## src/rie_cfg.svh

```systemverilog
// Constants for the return-from-interrupt execution block
`ifndef RIE_CFG_SVH
`define RIE_CFG_SVH
// Instruction encodings (mask and match value)
`define RIE_IRQRET_MASK    16'hFFFE
`define RIE_IRQRET_MATCH   16'h0010
`define RIE_LITRET_MASK    16'hFF00
`define RIE_LITRET_MATCH   16'h0C00
// Field positions inside the instruction word
`define RIE_SHADOW_BIT     0
`define RIE_LIT_MSB        7
`define RIE_LIT_LSB        0
// Timing counts
`define RIE_QPHASES        4
`define RIE_INSTR_CYCLES   2
`define RIE_FOURTH_PHASE   3
// Reset values
`define RIE_PC_RST         21'h000000
`define RIE_ACC_RST        8'h00
`define RIE_FLAGS_RST      5'h00
`define RIE_BANK_RST       4'h0
`define RIE_UPPER_RST      5'h00
`define RIE_HIGH_RST       8'h00
`endif

```

## src/rie_pkg.sv

```systemverilog
// Types for the return-from-interrupt execution block
package rie_pkg;
    // Execution state, one-hot
    typedef enum logic [2:0] {
        RIE_IDLE  = 3'b001,
        RIE_EXEC  = 3'b010,
        RIE_FLUSH = 3'b100
    } rie_state_t;
    // Kind of return being executed, one-hot
    typedef enum logic [1:0] {
        RIE_OP_IRQ = 2'b01,
        RIE_OP_LIT = 2'b10
    } rie_op_t;
endpackage : rie_pkg

```

## src/rie_exec.sv

```systemverilog
// Return-from-interrupt and return-literal execution unit
`include "rie_cfg.svh"
// Behaviour
// RQ1 - Interrupt return pops stack into PC, takes two cycles, second idle.
// RQ2 - Interrupt return sets high or low global enable in the pop quarter.
// RQ3 - Shadow bit set restores accumulator, flags and bank select from shadows.
// RQ4 - Shadow bit clear leaves them alone; PC latches never change here.
// RQ5 - Literal return loads literal to accumulator, pops stack, two cycles.
module rie_exec import rie_pkg::*; #(
    parameter int PCW = 21
) (
    input  wire logic           ref_clk,
    input  wire logic           nrst,
    input  wire logic [15:0]    instr_word,
    input  wire logic           instr_valid,
    input  wire logic [PCW-1:0] stack_top_entry,
    input  wire logic [7:0]     accumulator_shadow,
    input  wire logic [4:0]     flags_shadow,
    input  wire logic [3:0]     bank_select_shadow,
    input  wire logic           prio_mode_en,
    input  wire logic           ret_low_prio,
    input  wire logic           irq_vector_high,
    input  wire logic           irq_vector_low,
    input  wire logic           latch_wr,
    input  wire logic [4:0]     latch_upper_data,
    input  wire logic [7:0]     latch_high_data,
    output logic                decode_ready,
    output logic                busy,
    output logic                stack_pop,
    output logic [PCW-1:0]      program_counter,
    output logic [7:0]          accumulator,
    output logic [4:0]          flags_register,
    output logic [3:0]          bank_select_register,
    output logic                global_high_priority_irq_enable,
    output logic                low_priority_irq_enable,
    output logic [4:0]          pc_upper_latch,
    output logic [7:0]          pc_high_latch
);
    // ************************************
    // Quarter phases
    // ************************************
    logic [`RIE_QPHASES-1:0] phase;

    rie_qphase #(
        .N(`RIE_QPHASES)
    ) u_qphase (
        .ref_clk (ref_clk),
        .nrst    (nrst),
        .phase   (phase)
    );

    logic first_phase;
    logic fourth_quarter_phase;
    assign first_phase          = phase[0];
    assign fourth_quarter_phase = phase[`RIE_FOURTH_PHASE];

    // ************************************
    // Decode
    // ************************************
    logic       is_irq_ret;
    logic       is_lit_ret;
    logic       accept;
    rie_state_t state_q;
    rie_state_t state_d;

    // Only the two return patterns are taken; anything else is ignored
    assign is_irq_ret = (instr_word & `RIE_IRQRET_MASK) == `RIE_IRQRET_MATCH;
    assign is_lit_ret = (instr_word & `RIE_LITRET_MASK) == `RIE_LITRET_MATCH;
    assign decode_ready = (state_q == RIE_IDLE) && first_phase;
    assign accept       = decode_ready && instr_valid && (is_irq_ret || is_lit_ret);
    assign busy         = state_q != RIE_IDLE;
    assign stack_pop    = (state_q == RIE_EXEC) && fourth_quarter_phase; // RQ1

    // ************************************
    // Sequencer and operand capture
    // ************************************
    rie_op_t    op_q;
    rie_op_t    op_d;
    logic       shadow_q;
    logic       shadow_d;
    logic [7:0] lit_q;
    logic [7:0] lit_d;

    // Decode quarter starts the first cycle; the whole second cycle is idle
    always_comb begin
        state_d  = state_q;
        op_d     = op_q;
        shadow_d = shadow_q;
        lit_d    = lit_q;
        unique case (state_q)
            RIE_IDLE: begin
                if (accept) begin
                    state_d  = RIE_EXEC; // RQ1
                    op_d     = is_irq_ret ? RIE_OP_IRQ : RIE_OP_LIT;
                    shadow_d = is_irq_ret && instr_word[`RIE_SHADOW_BIT];
                    lit_d    = instr_word[`RIE_LIT_MSB:`RIE_LIT_LSB]; // RQ5
                end
            end
            RIE_EXEC: begin
                if (fourth_quarter_phase) begin
                    state_d = RIE_FLUSH; // RQ1
                end
            end
            RIE_FLUSH: begin
                if (fourth_quarter_phase) begin
                    state_d = RIE_IDLE; // RQ1
                end
            end
            default: begin
                state_d = RIE_IDLE;
            end
        endcase
    end

    always_ff @(posedge ref_clk) begin
        if (!nrst) begin
            state_q  <= RIE_IDLE;
            op_q     <= RIE_OP_IRQ;
            shadow_q <= 1'b0;
            lit_q    <= 8'h00;
        end else begin
            state_q  <= state_d;
            op_q     <= op_d;
            shadow_q <= shadow_d;
            lit_q    <= lit_d;
        end
    end

    // ************************************
    // Architectural registers
    // ************************************
    logic [PCW-1:0] pc_q;
    logic [PCW-1:0] pc_d;
    logic [7:0]     acc_q;
    logic [7:0]     acc_d;
    logic [4:0]     flags_q;
    logic [4:0]     flags_d;
    logic [3:0]     bank_q;
    logic [3:0]     bank_d;
    logic           hpen_q;
    logic           hpen_d;
    logic           lpen_q;
    logic           lpen_d;
    logic [4:0]     upper_q;
    logic [4:0]     upper_d;
    logic [7:0]     high_q;
    logic [7:0]     high_d;
    logic           pop_irq;
    logic           pop_lit;

    assign pop_irq = stack_pop && (op_q == RIE_OP_IRQ);
    assign pop_lit = stack_pop && (op_q == RIE_OP_LIT);

    // Return updates land in the fourth quarter of the first cycle; vector clears and latch writes land on any edge
    always_comb begin
        pc_d    = pc_q;
        acc_d   = acc_q;
        flags_d = flags_q;
        bank_d  = bank_q;
        hpen_d  = hpen_q;
        lpen_d  = lpen_q;
        upper_d = upper_q;
        high_d  = high_q;
        // Vectoring clears the enable; a return in the same edge wins
        if (irq_vector_high) begin
            hpen_d = 1'b0;
        end
        if (irq_vector_low) begin
            lpen_d = 1'b0;
        end
        if (stack_pop) begin
            pc_d = stack_top_entry; // RQ1
        end
        if (pop_irq) begin
            // Low enable only when priorities are on and a low handler returns
            if (prio_mode_en && ret_low_prio) begin
                lpen_d = 1'b1; // RQ2
            end else begin
                hpen_d = 1'b1; // RQ2
            end
            if (shadow_q) begin
                acc_d   = accumulator_shadow; // RQ3
                flags_d = flags_shadow;       // RQ3
                bank_d  = bank_select_shadow; // RQ3
            end
        end
        if (pop_lit) begin
            acc_d = lit_q; // RQ5
        end
        // Latch writes come only from the core port, never from a return
        if (latch_wr) begin
            upper_d = latch_upper_data; // RQ4
            high_d  = latch_high_data;  // RQ4
        end
    end

    always_ff @(posedge ref_clk) begin
        if (!nrst) begin
            pc_q    <= `RIE_PC_RST;
            acc_q   <= `RIE_ACC_RST;
            flags_q <= `RIE_FLAGS_RST;
            bank_q  <= `RIE_BANK_RST;
            hpen_q  <= 1'b0;
            lpen_q  <= 1'b0;
            upper_q <= `RIE_UPPER_RST;
            high_q  <= `RIE_HIGH_RST;
        end else begin
            pc_q    <= pc_d;
            acc_q   <= acc_d;
            flags_q <= flags_d;
            bank_q  <= bank_d;
            hpen_q  <= hpen_d;
            lpen_q  <= lpen_d;
            upper_q <= upper_d;
            high_q  <= high_d;
        end
    end

    assign program_counter                 = pc_q;
    assign accumulator                     = acc_q;
    assign flags_register                  = flags_q;
    assign bank_select_register            = bank_q;
    assign global_high_priority_irq_enable = hpen_q;
    assign low_priority_irq_enable         = lpen_q;
    assign pc_upper_latch                  = upper_q;
    assign pc_high_latch                   = high_q;
endmodule : rie_exec

```

## src/rie_qphase.sv

```systemverilog
// Quarter-phase sequencer of the instruction cycle
`include "rie_cfg.svh"
module rie_qphase import rie_pkg::*; #(
    parameter int N = `RIE_QPHASES
) (
    input  wire logic         ref_clk,
    input  wire logic         nrst,
    output logic [N-1:0]      phase
);
    // ************************************
    // Phase ring
    // ************************************
    logic [N-1:0] phase_q;
    logic [N-1:0] phase_d;

    // Rotate one hot bit; reset lands on the first quarter
    always_comb begin
        phase_d = {phase_q[N-2:0], phase_q[N-1]};
    end

    always_ff @(posedge ref_clk) begin
        if (!nrst) begin
            phase_q <= {{(N-1){1'b0}}, 1'b1};
        end else begin
            phase_q <= phase_d;
        end
    end

    assign phase = phase_q;
endmodule : rie_qphase

```

## config.mk

```make
export PLATFORM = sky130hd
export DESIGN_NAME = rie_exec
export DESIGN_NICKNAME = d
export VERILOG_FILES = /design/src/rie_pkg.sv /design/src/rie_exec.sv /design/src/rie_qphase.sv
export VERILOG_INCLUDE_DIRS = /design/src
export SDC_FILE = /design/constraint.sdc
export NUM_CORES = 1
export LEC_CHECK = 0
export ABC_AREA = 1
export CORE_MARGIN = 10
export CORE_UTILIZATION = 40
export CTS_CLUSTER_SIZE = 16
export DETAILED_ROUTE_END_ITERATION = 8
export DONT_BUFFER_PORTS = 1
export GPL_TIMING_DRIVEN = 0
export PLACE_DENSITY = 0.5
export SYNTH_ARGS = -nofsm -noshare
export SYNTH_HDL_FRONTEND = slang
export SYNTH_HIERARCHICAL = 1
export SYNTH_SLANG_ARGS = --single-unit
```

## constraint.sdc

```tcl
create_clock -name ref_clk -period 1.5 [get_ports ref_clk]
set_clock_uncertainty 0.05 [all_clocks]
set_input_delay 0.075 -clock ref_clk [delete_from_list [all_inputs] [get_ports ref_clk]]
set_output_delay 0.075 -clock ref_clk [all_outputs]
set_load 0.01 [all_outputs]
```

After elaboration in Yosys (flattened, before gate mapping)
Index checks and enable logic that the tools add are counted.

storage, ports and cells
  register bits after elaboration = 71
  input port bits = 75

operators by class
  eq/ne operators = 11
  mux-type cells = 14
  reductions and logical operators = 15

operator list
  operator                                               number
  2-to-1 mux 8 bit                                       3
  equality test 15 x 4 -> 1 bit (second input constant)  1
  2-to-1 mux 3 bit                                       3
  case mux 3 bit (3 select lines)                        1
  equality test 8 x 4 -> 1 bit (second input constant)   1
  logical AND 1 bit                                      8
  2-to-1 mux 1 bit                                       6
  AND reduction 2 bit                                    3
  != test 2 x 1 -> 1 bit (second input constant)         2
  nonzero test 2 bit                                     2
  equality test 3 x 1 -> 1 bit (second input constant)   1
  equality test 3 x 2 -> 1 bit (second input constant)   1
  equality test 3 bit (second input constant)            1
  != test 3 x 1 -> 1 bit (second input constant)         1
  AND reduction 3 bit                                    1
  equality test 2 x 1 -> 1 bit (second input constant)   1
  equality test 2 bit (second input constant)            1
  2-to-1 mux 2 bit                                       1
  != test 2 bit (second input constant)                  1
  logical OR 1 bit                                       1

Longest topological paths before layout
Gate-level depths: netlist (run 1).

  word-level depth = 6
  gate-level depth with buffers = 10

Modules after synthesis
Netlist (run 1), hierarchy kept.

modules (own cells, without submodules)
  module      instances  cells each  area an instance (sq um)
  rie_exec    1          359         2700.1
  rie_qphase  1          12          110.1

Worst setup path before layout (run 1)
No wires, ideal clock.

  path kind = flip-flop to flip-flop
  start = register state_q[1]
  end = register lit_q[2]
  data arrival time = 1.160 ns
  required time = 1.337 ns
  slack = 0.178 ns
  stages on the path, launching flop included = 8
  path buffers = 1
  cells stage by stage = dfxtp_1 inv_2 nand3_4 nor3b_4 nand2_2 buf_6 o21bai_2 nor2_1

between the ends
  longest elaborated chain between the ends = 5

ends and longest elaborated chain
  item                               RTL line                        source
  start: declaration                 rie_exec.sv:63                  rie_state_t state_q;
  start signal: assignment           rie_exec.sv:122                 state_q <= state_d;
  equality test 3 x 1 -> 1 bit (*)   rie_exec.sv:69, rie_exec.sv:90
  logical AND 1 bit                  rie_exec.sv:69                  assign decode_ready = (state_q == RIE_IDLE) && first_phase;
  logical AND 1 bit (2 in a row)     rie_exec.sv:70                  assign accept = decode_ready && instr_valid && (is_irq_ret || is_lit_ret);
  AND reduction 2 bit (no line) (*)  -
  end signal: assignment             rie_exec.sv:125                 lit_q <= lit_d;
  end: declaration                   rie_exec.sv:81                  logic [7:0] lit_q;

Every way passes the cells marked *; elsewhere a longest branch is shown, timed or not.
A chain may end at the register's enable or synchronous reset.

Final worst setup path (run 1)
  start = register state_q[0]
  end = register acc_q[1], in the netlist accumulator[1]

between the ends
  longest elaborated chain between the ends = 5

ends and longest elaborated chain
  item                                  RTL line                          source
  equality test 3 x 2 -> 1 bit (*)      rie_exec.sv:72                    assign stack_pop = (state_q == RIE_EXEC) && fourth_quarter_phase;
  logical AND 1 bit (*)                 rie_exec.sv:72
  logical AND 1 bit (on tied branches)  rie_exec.sv:151, rie_exec.sv:152
  nonzero test 2 bit (no line)          -
  AND reduction 2 bit (no line)         -
  end signal: assignment                rie_exec.sv:200                   acc_q <= `RIE_ACC_RST;
  end: declaration                      rie_exec.sv:134                   logic [7:0] acc_q;

Marked as above.

==> impl_metrics.yaml, run 1 <==
timing:
  tightest_slew_ns: 0.507
  timing.fmax_mhz: 698
  report.final.setup_viol: 0
  slew_headroom_pct: 66.2
  finalCritPeriodShare_pct: 95.5
  finalMaxSlewViolations: 0
  hold_viol_final: 0
  final.min_clock_period_ns: 1.43
  whs_ns: 0.0128
placed_design:
  gp_congestion: 0.733
  place_hpwl_mm: 5.77
  port_buffers: 0
pwr:
  switching_share_pct: 21.2
  cellPowerDensity_mw_per_mm2: 1010
  power_leakage_nw: 1.63
  pwr-share-seq_pct: 48.1
  p_switching_mw: 0.857
  combPwrFrac_pct: 7.1
  max-vdd-ir-drop_mv: 0.509
  p_total_mw: 4.05
  power.share.clock_pct: 44.8
  intPower_mw: 3.19
clock_tree:
  clockRootBuffer: "clkbuf_8"
  cts_max_path_buffers: 2
  cts_made_buffers: 9
  cts_tree: "done"
  clock_sinks: 71
  ctsHtreeMaxLevel: 3
  clk_pin_slew_ns: 0.08
  clock_latency_ns: 0.33
final_layout:
  final_common_cell: "nor2_1"
  final_core_util_pct: 58.8
  final_cell_mix: "nor2_1, dlygate4sd3_1, dfxtp_1, nand2_1, o21ai_0"
  drive_gt1_share_pct: 11.7
  fill_cells: 643
  n_antenna_cell: 0
  syn_to_final_growth_pct: 42.1
  nets: 530
route:
  ant_nets: 0
  dr.pass1.iters: 4
  routedWlPerCell_um: 14.7
  wl_mm: 8.19
  wl_met2_mm: 3.99
  wl_met3_um: 814
  top_layer: "met4"
  m1WireLength_mm: 3.29
  num_vias: 2627
  remaining_drc_errors: 0
  viasPerCell: 4.72
  drtIter0Drc: 72
setup_path:
  startpoint_type: "flop"
  slowest_delay_ns: 0.35
  cp_max_fo: 10
  path_depth: 9
  r2r_cells: 9
  critPathBufInv: 2
  cp-end-kind: "flop"
  cp_data_required_time_ns: 1.65
  worstPathArrival_ns: 1.58
  cp_top_family: "simple AND/OR/NAND/NOR gates"
  cp_common_cell: "nand2_1"
  crit_chain: "inv_4, nand3_4, nor2_4, nand2_4, buf_4, nand2_1, nand2_1, nand2_1, a21oi_1"
  slowest_stage: "dfxtp_2"
  critPathKind: "reg2reg"
flow_run:
  maxCapViolCount: 0
yosys:
  seq_area_frac_synth_pct: 50.6
  synth_largest_area_cell: "dfxtp_1"
  syn_avg_cell_area_um2: 7.57
  synth_seq_cells: 71
  synth_warnings: 6
  syn-instance-count: 371
  synth_area_leaders: "dfxtp_1, nor2_1, nand2_1, o21ai_0, nand3_1"
  netlist_area_mm2: 0.00281
  synthesis.nets: 446
  synth_top_area_share_pct: 50.6
  synth_cell_type_count: 23
die:
  die_x_um: 104
  initial_core_util_pct: 41.4
  rows: 30
  die_y_um: 104
  coreArea_mm2: 0.00679
  die-area_mm2: 0.0108
  ios: 131
hold_path:
  hp-class: "in2reg"
  min_path_cells: 5
grt:
  grt_pass1_wl_mm: 13.4
  grt_max_degree: 13
  grt_pass1_vias: 2620
  grt_antenna_before_repair: 0
  grt_use_total_pct: 14.9
  grt_overflow: 0
run_status:
  status: "finished clean"
[per-layer routing]
| metal | vias to the layer above | track usage (%) |
|---|---|---|
| li1 | 1366 | - |
| met1 | 1166 | 16.5 |
| met2 | 87 | 24.3 |
| met3 | 8 | 6.88 |
| met4 | 0 | 5.67 |
| met5 | - | 0 |
[power groups by stage]
stage                     Combinational, mW  Sequential (mW)  Clock [mW]
after floorplan                       0.108             1.98           0
final                                 0.288             1.94        1.81
after detailed placement              0.133             1.99           0
after CTS                             0.284             1.95        1.87
after global placement                0.131             1.99           0
after global routing                  0.324             1.95        1.95
[what timing repair did]
action | CTS | global route
pin swaps | 1 | 4
resized for setup | 3 | 17
buffers inserted | 1 | 2
endpoints found under the setup margin | 18 | 27
endpoints found under the hold margin | 66 | 1
hold buffers | 68 | 1
gates cloned | 0 | 1
[worst paths after layout]
path	startpoint	slack, ns	endpoint
min	instr_word[10]	0.01	op_q[0]
min reg2reg	u_qphase/phase[1]	0.37	u_qphase/phase[2]
max	state_q[0]	0.07	accumulator[1]
max reg2reg	state_q[0]	0.07	accumulator[1]
[sequential cells by signal (all words and copies together), names as in the netlist, 2 cells and up]
signal / cells
accumulator: 8
bank_select_register: 4
flags_register: 5
lit_q: 8
op_q: 2
pc_high_latch: 8
pc_upper_latch: 5
program_counter: 21
state_q: 3
u_qphase/phase: 4
[layout make-up]
cell class                      count  area, um^2  share of cell area, %
Timing Repair Buffer               73         751                   18.8
Clock inverter                      6         109                   2.73
Sequential cell                    71        1430                   35.7
Buffer                             19         109                   2.73
Clock buffer                       10         128                   3.20
Tap cell                           96         120                   3.01
Inverter                           21        83.8                   2.10
Multi-Input combinational cell    260        1270                   31.7
[logic make-up after synthesis]
family	share of synthesized area, %
AOI/OAI and AO/OA	13.3
buffers and inverters	6.19
DFF	50.6
and+or+nand+nor	30.0
[cells in the mapped netlist]
master,instances
nand3_4,1
nor2_1,93
clkbuf_1,11
nand4_1,3
buf_4,3
inv_1,17
nand3_2,1
o21ai_0,34
nor3b_4,1
nand4_2,1
dfxtp_1,71
o21bai_2,5
nand2_1,53
buf_2,4
nor2_2,4
nor3_1,1
inv_2,4
nand2_2,5
buf_6,1
a21oi_2,1
o21bai_1,3
a21oi_1,23
nand3_1,31
[metrics by stage]
step           TNS (ns)  area (um^2)  setup WS, ns  instances
5_1_grt          -0.132         3990       -0.0277        556
3_5_place_dp     -0.286         2930       -0.0428        467
3_3_place_gp    -0.0250         2930       -0.0209        467
4_1_cts         -0.0106         3870      -0.00539        552
6_report              0         3990        0.0680        556
2_1_floorplan         0         2810         0.178        371
[worst min-delay path, delay by kind of cell]
family,cells,cell delay (ns)
AND/OR/NAND/NOR,5,0.26
Power figures use the tool's default switching activity.
==> run 2, diff against run 1 <==
- CORE_UTILIZATION: 40 -> 45
- PLACE_DENSITY: 0.5 -> 0.56
==> impl_metrics.yaml, run 2 (synthesis gave the netlist of run 1 again) <==
run_status:
  status: "finished clean"
pwr:
  pwr-share-seq_pct: 50.1
  combPwrFrac_pct: 7.5
  intPower_mw: 3.05
  power.share.clock_pct: 42.4
  power_leakage_nw: 1.64
  cellPowerDensity_mw_per_mm2: 979
  switching_share_pct: 21.3
  max-vdd-ir-drop_mv: 0.730
  p_switching_mw: 0.827
  p_total_mw: 3.88
setup_path:
  cp_top_family: "simple AND/OR/NAND/NOR gates"
  worstPathArrival_ns: 1.65
  cp-end-kind: "flop"
  crit-reg2reg-launch: "state_q[1]"
  r2r_slack_ns: 0.06
  cp_max_fo: 5
  cp_common_cell: "buf_4"
  critPathBufInv: 3
  crit_path_start: "state_q[1]"
  path_depth: 7
  reg2reg_to: "shadow_q"
  crit_chain: "inv_4, nand3_4, nor3b_4, buf_4, buf_4, nand3_1, a21oi_1"
  cp-endpoint: "shadow_q"
  slowest_delay_ns: 0.37
  r2r_cells: 7
  slowest_stage: "dfxtp_4"
  cp_data_required_time_ns: 1.71
  startpoint_type: "flop"
  critPathKind: "reg2reg"
timing:
  tightest_slew_ns: 0.529
  grt_setup_unrepaired: "yes"
  setup_slack_ns: 0.0600
  finalMaxSlewViolations: 0
  tns_ns: 0
  timing.fmax_mhz: 694
  slew_headroom_pct: 64.7
  final.min_clock_period_ns: 1.44
  finalCritPeriodShare_pct: 96.0
  report.final.setup_viol: 0
  hold_viol_final: 0
  whs_ns: 0.0130
clock_tree:
  clk_pin_slew_ns: 0.07
  cts_made_buffers: 9
  cts_max_path_buffers: 2
  ctsHtreeMaxLevel: 3
  cts_tree: "done"
  clockRootBuffer: "clkbuf_8"
  clock_latency_ns: 0.33
  clock_sinks: 71
placed_design:
  dpl_worst_slack_ns: -0.0187
  place_inst: 446
  place_hpwl_mm: 5.73
  gp_congestion: 0.712
  port_buffers: 0
grt:
  grt_pass1_wl_mm: 13.4
  grt_overflow: 0
  grt_use_total_pct: 16.5
  grt_max_degree: 12
  grt_pass1_vias: 2713
  grt_antenna_before_repair: 0
route:
  viasPerCell: 4.99
  num_vias: 2684
  drtIter0Drc: 82
  remaining_drc_errors: 0
  routedWlPerCell_um: 15.4
  ant_nets: 0
  dr.pass1.iters: 4
  wl_mm: 8.31
die:
  die_x_um: 99.0
  coreArea_mm2: 0.00599
  die_y_um: 99.0
  ios: 131
  rows: 28
  die-area_mm2: 0.00981
  initial_core_util_pct: 46.9
final_layout:
  layoutNonFillerInstCount: 538
  drive_gt1_share_pct: 12.1
  final_common_cell: "nor2_1"
  final_cell_mix: "nor2_1, dlygate4sd3_1, dfxtp_1, nand2_1, o21ai_0"
  largest_reg_flops: 21
  syn_to_final_growth_pct: 41.0
  nets: 534
  n_antenna_cell: 0
hold_path:
  hp-class: "in2reg"
  hold_path.startpoint: "nrst"
flow_run:
  maxCapViolCount: 0
run 2: cell types whose count changed in the layout (fill, tap and decap cells not counted):
cell / delta
buf_4: +5
dfxtp_2: -2
buf_12: -1
bufinv_16: -1
clkbuf_8: +1
clkinv_4: -1
dfxtp_1: +1
dfxtp_4: +1
inv_2: -1
inv_4: +1
run 2: area by class of cell:
| type | count | area, um^2 |
|---|---|---|
| buffer | 19 | 109 |
| clock inverter | 4 | 70.1 |
| timing repair buffer | 77 | 768 |
| clock buffer | 11 | 141 |
| sequential | 71 | 1430 |
| fill | 529 | 2030 |
| multi-input combinational | 260 | 1270 |
| tap | 75 | 93.8 |
| inverter | 21 | 86.3 |
run 2: how the worst min path moves through the flow:
stage / end / slack (ns) / cells after the start
floorplan: u_qphase/phase[0] / 0.09 / 1
global placement: u_qphase/phase[0] / 0.09 / 1
finish: program_counter[3] / 0.01 / 3
detailed placement: u_qphase/phase[0] / 0.11 / 1
CTS: program_counter[3] / 0.02 / 3
global route: program_counter[4] / 0.04 / 3
run 2: metrics by stage:
stage | util, % | instance area (um^2)
floorplan | - | 2810
global placement | 48.5 | 2900
detailed placement | 48.5 | 2900
CTS | 63.7 | 3820
global route | 66.1 | 3960
finish | 66.1 | 3960
run 2: power by group through the flow:
stage | clock network [mW] | logic (mW) | registers (mW)
2_1_floorplan | 0 | 0.108 | 1.98
3_3_place_gp | 0 | 0.130 | 1.99
6_report | 1.65 | 0.290 | 1.94
4_1_cts | 1.69 | 0.283 | 1.95
3_5_place_dp | 0 | 0.133 | 1.99
5_1_grt | 1.74 | 0.326 | 1.95
run 2: routing by layer:
layer  wire [um]  GRT usage [%]
met2        4230           28.7
met5           0              0
met3         775           7.12
met4         118           5.95
met1        3190           17.3
run 2: what timing repair did:
action	in CTS	in global routing
cloned	0	1
buffers inserted	0	7
resized for setup	2	19
endpoints found under the setup margin	12	32
endpoints found under the hold margin	66	0
pin swaps	0	7
hold buffers	69	0
run 2: worst register-to-register path, cell delays in order, from the launching register on:
cell and delay (ns):
dfxtp_4 0.37, inv_4 0.07, nand3_4 0.12, nor3b_4 0.28
buf_4 0.15, buf_4 0.11, nand3_1 0.09, a21oi_1 0.13
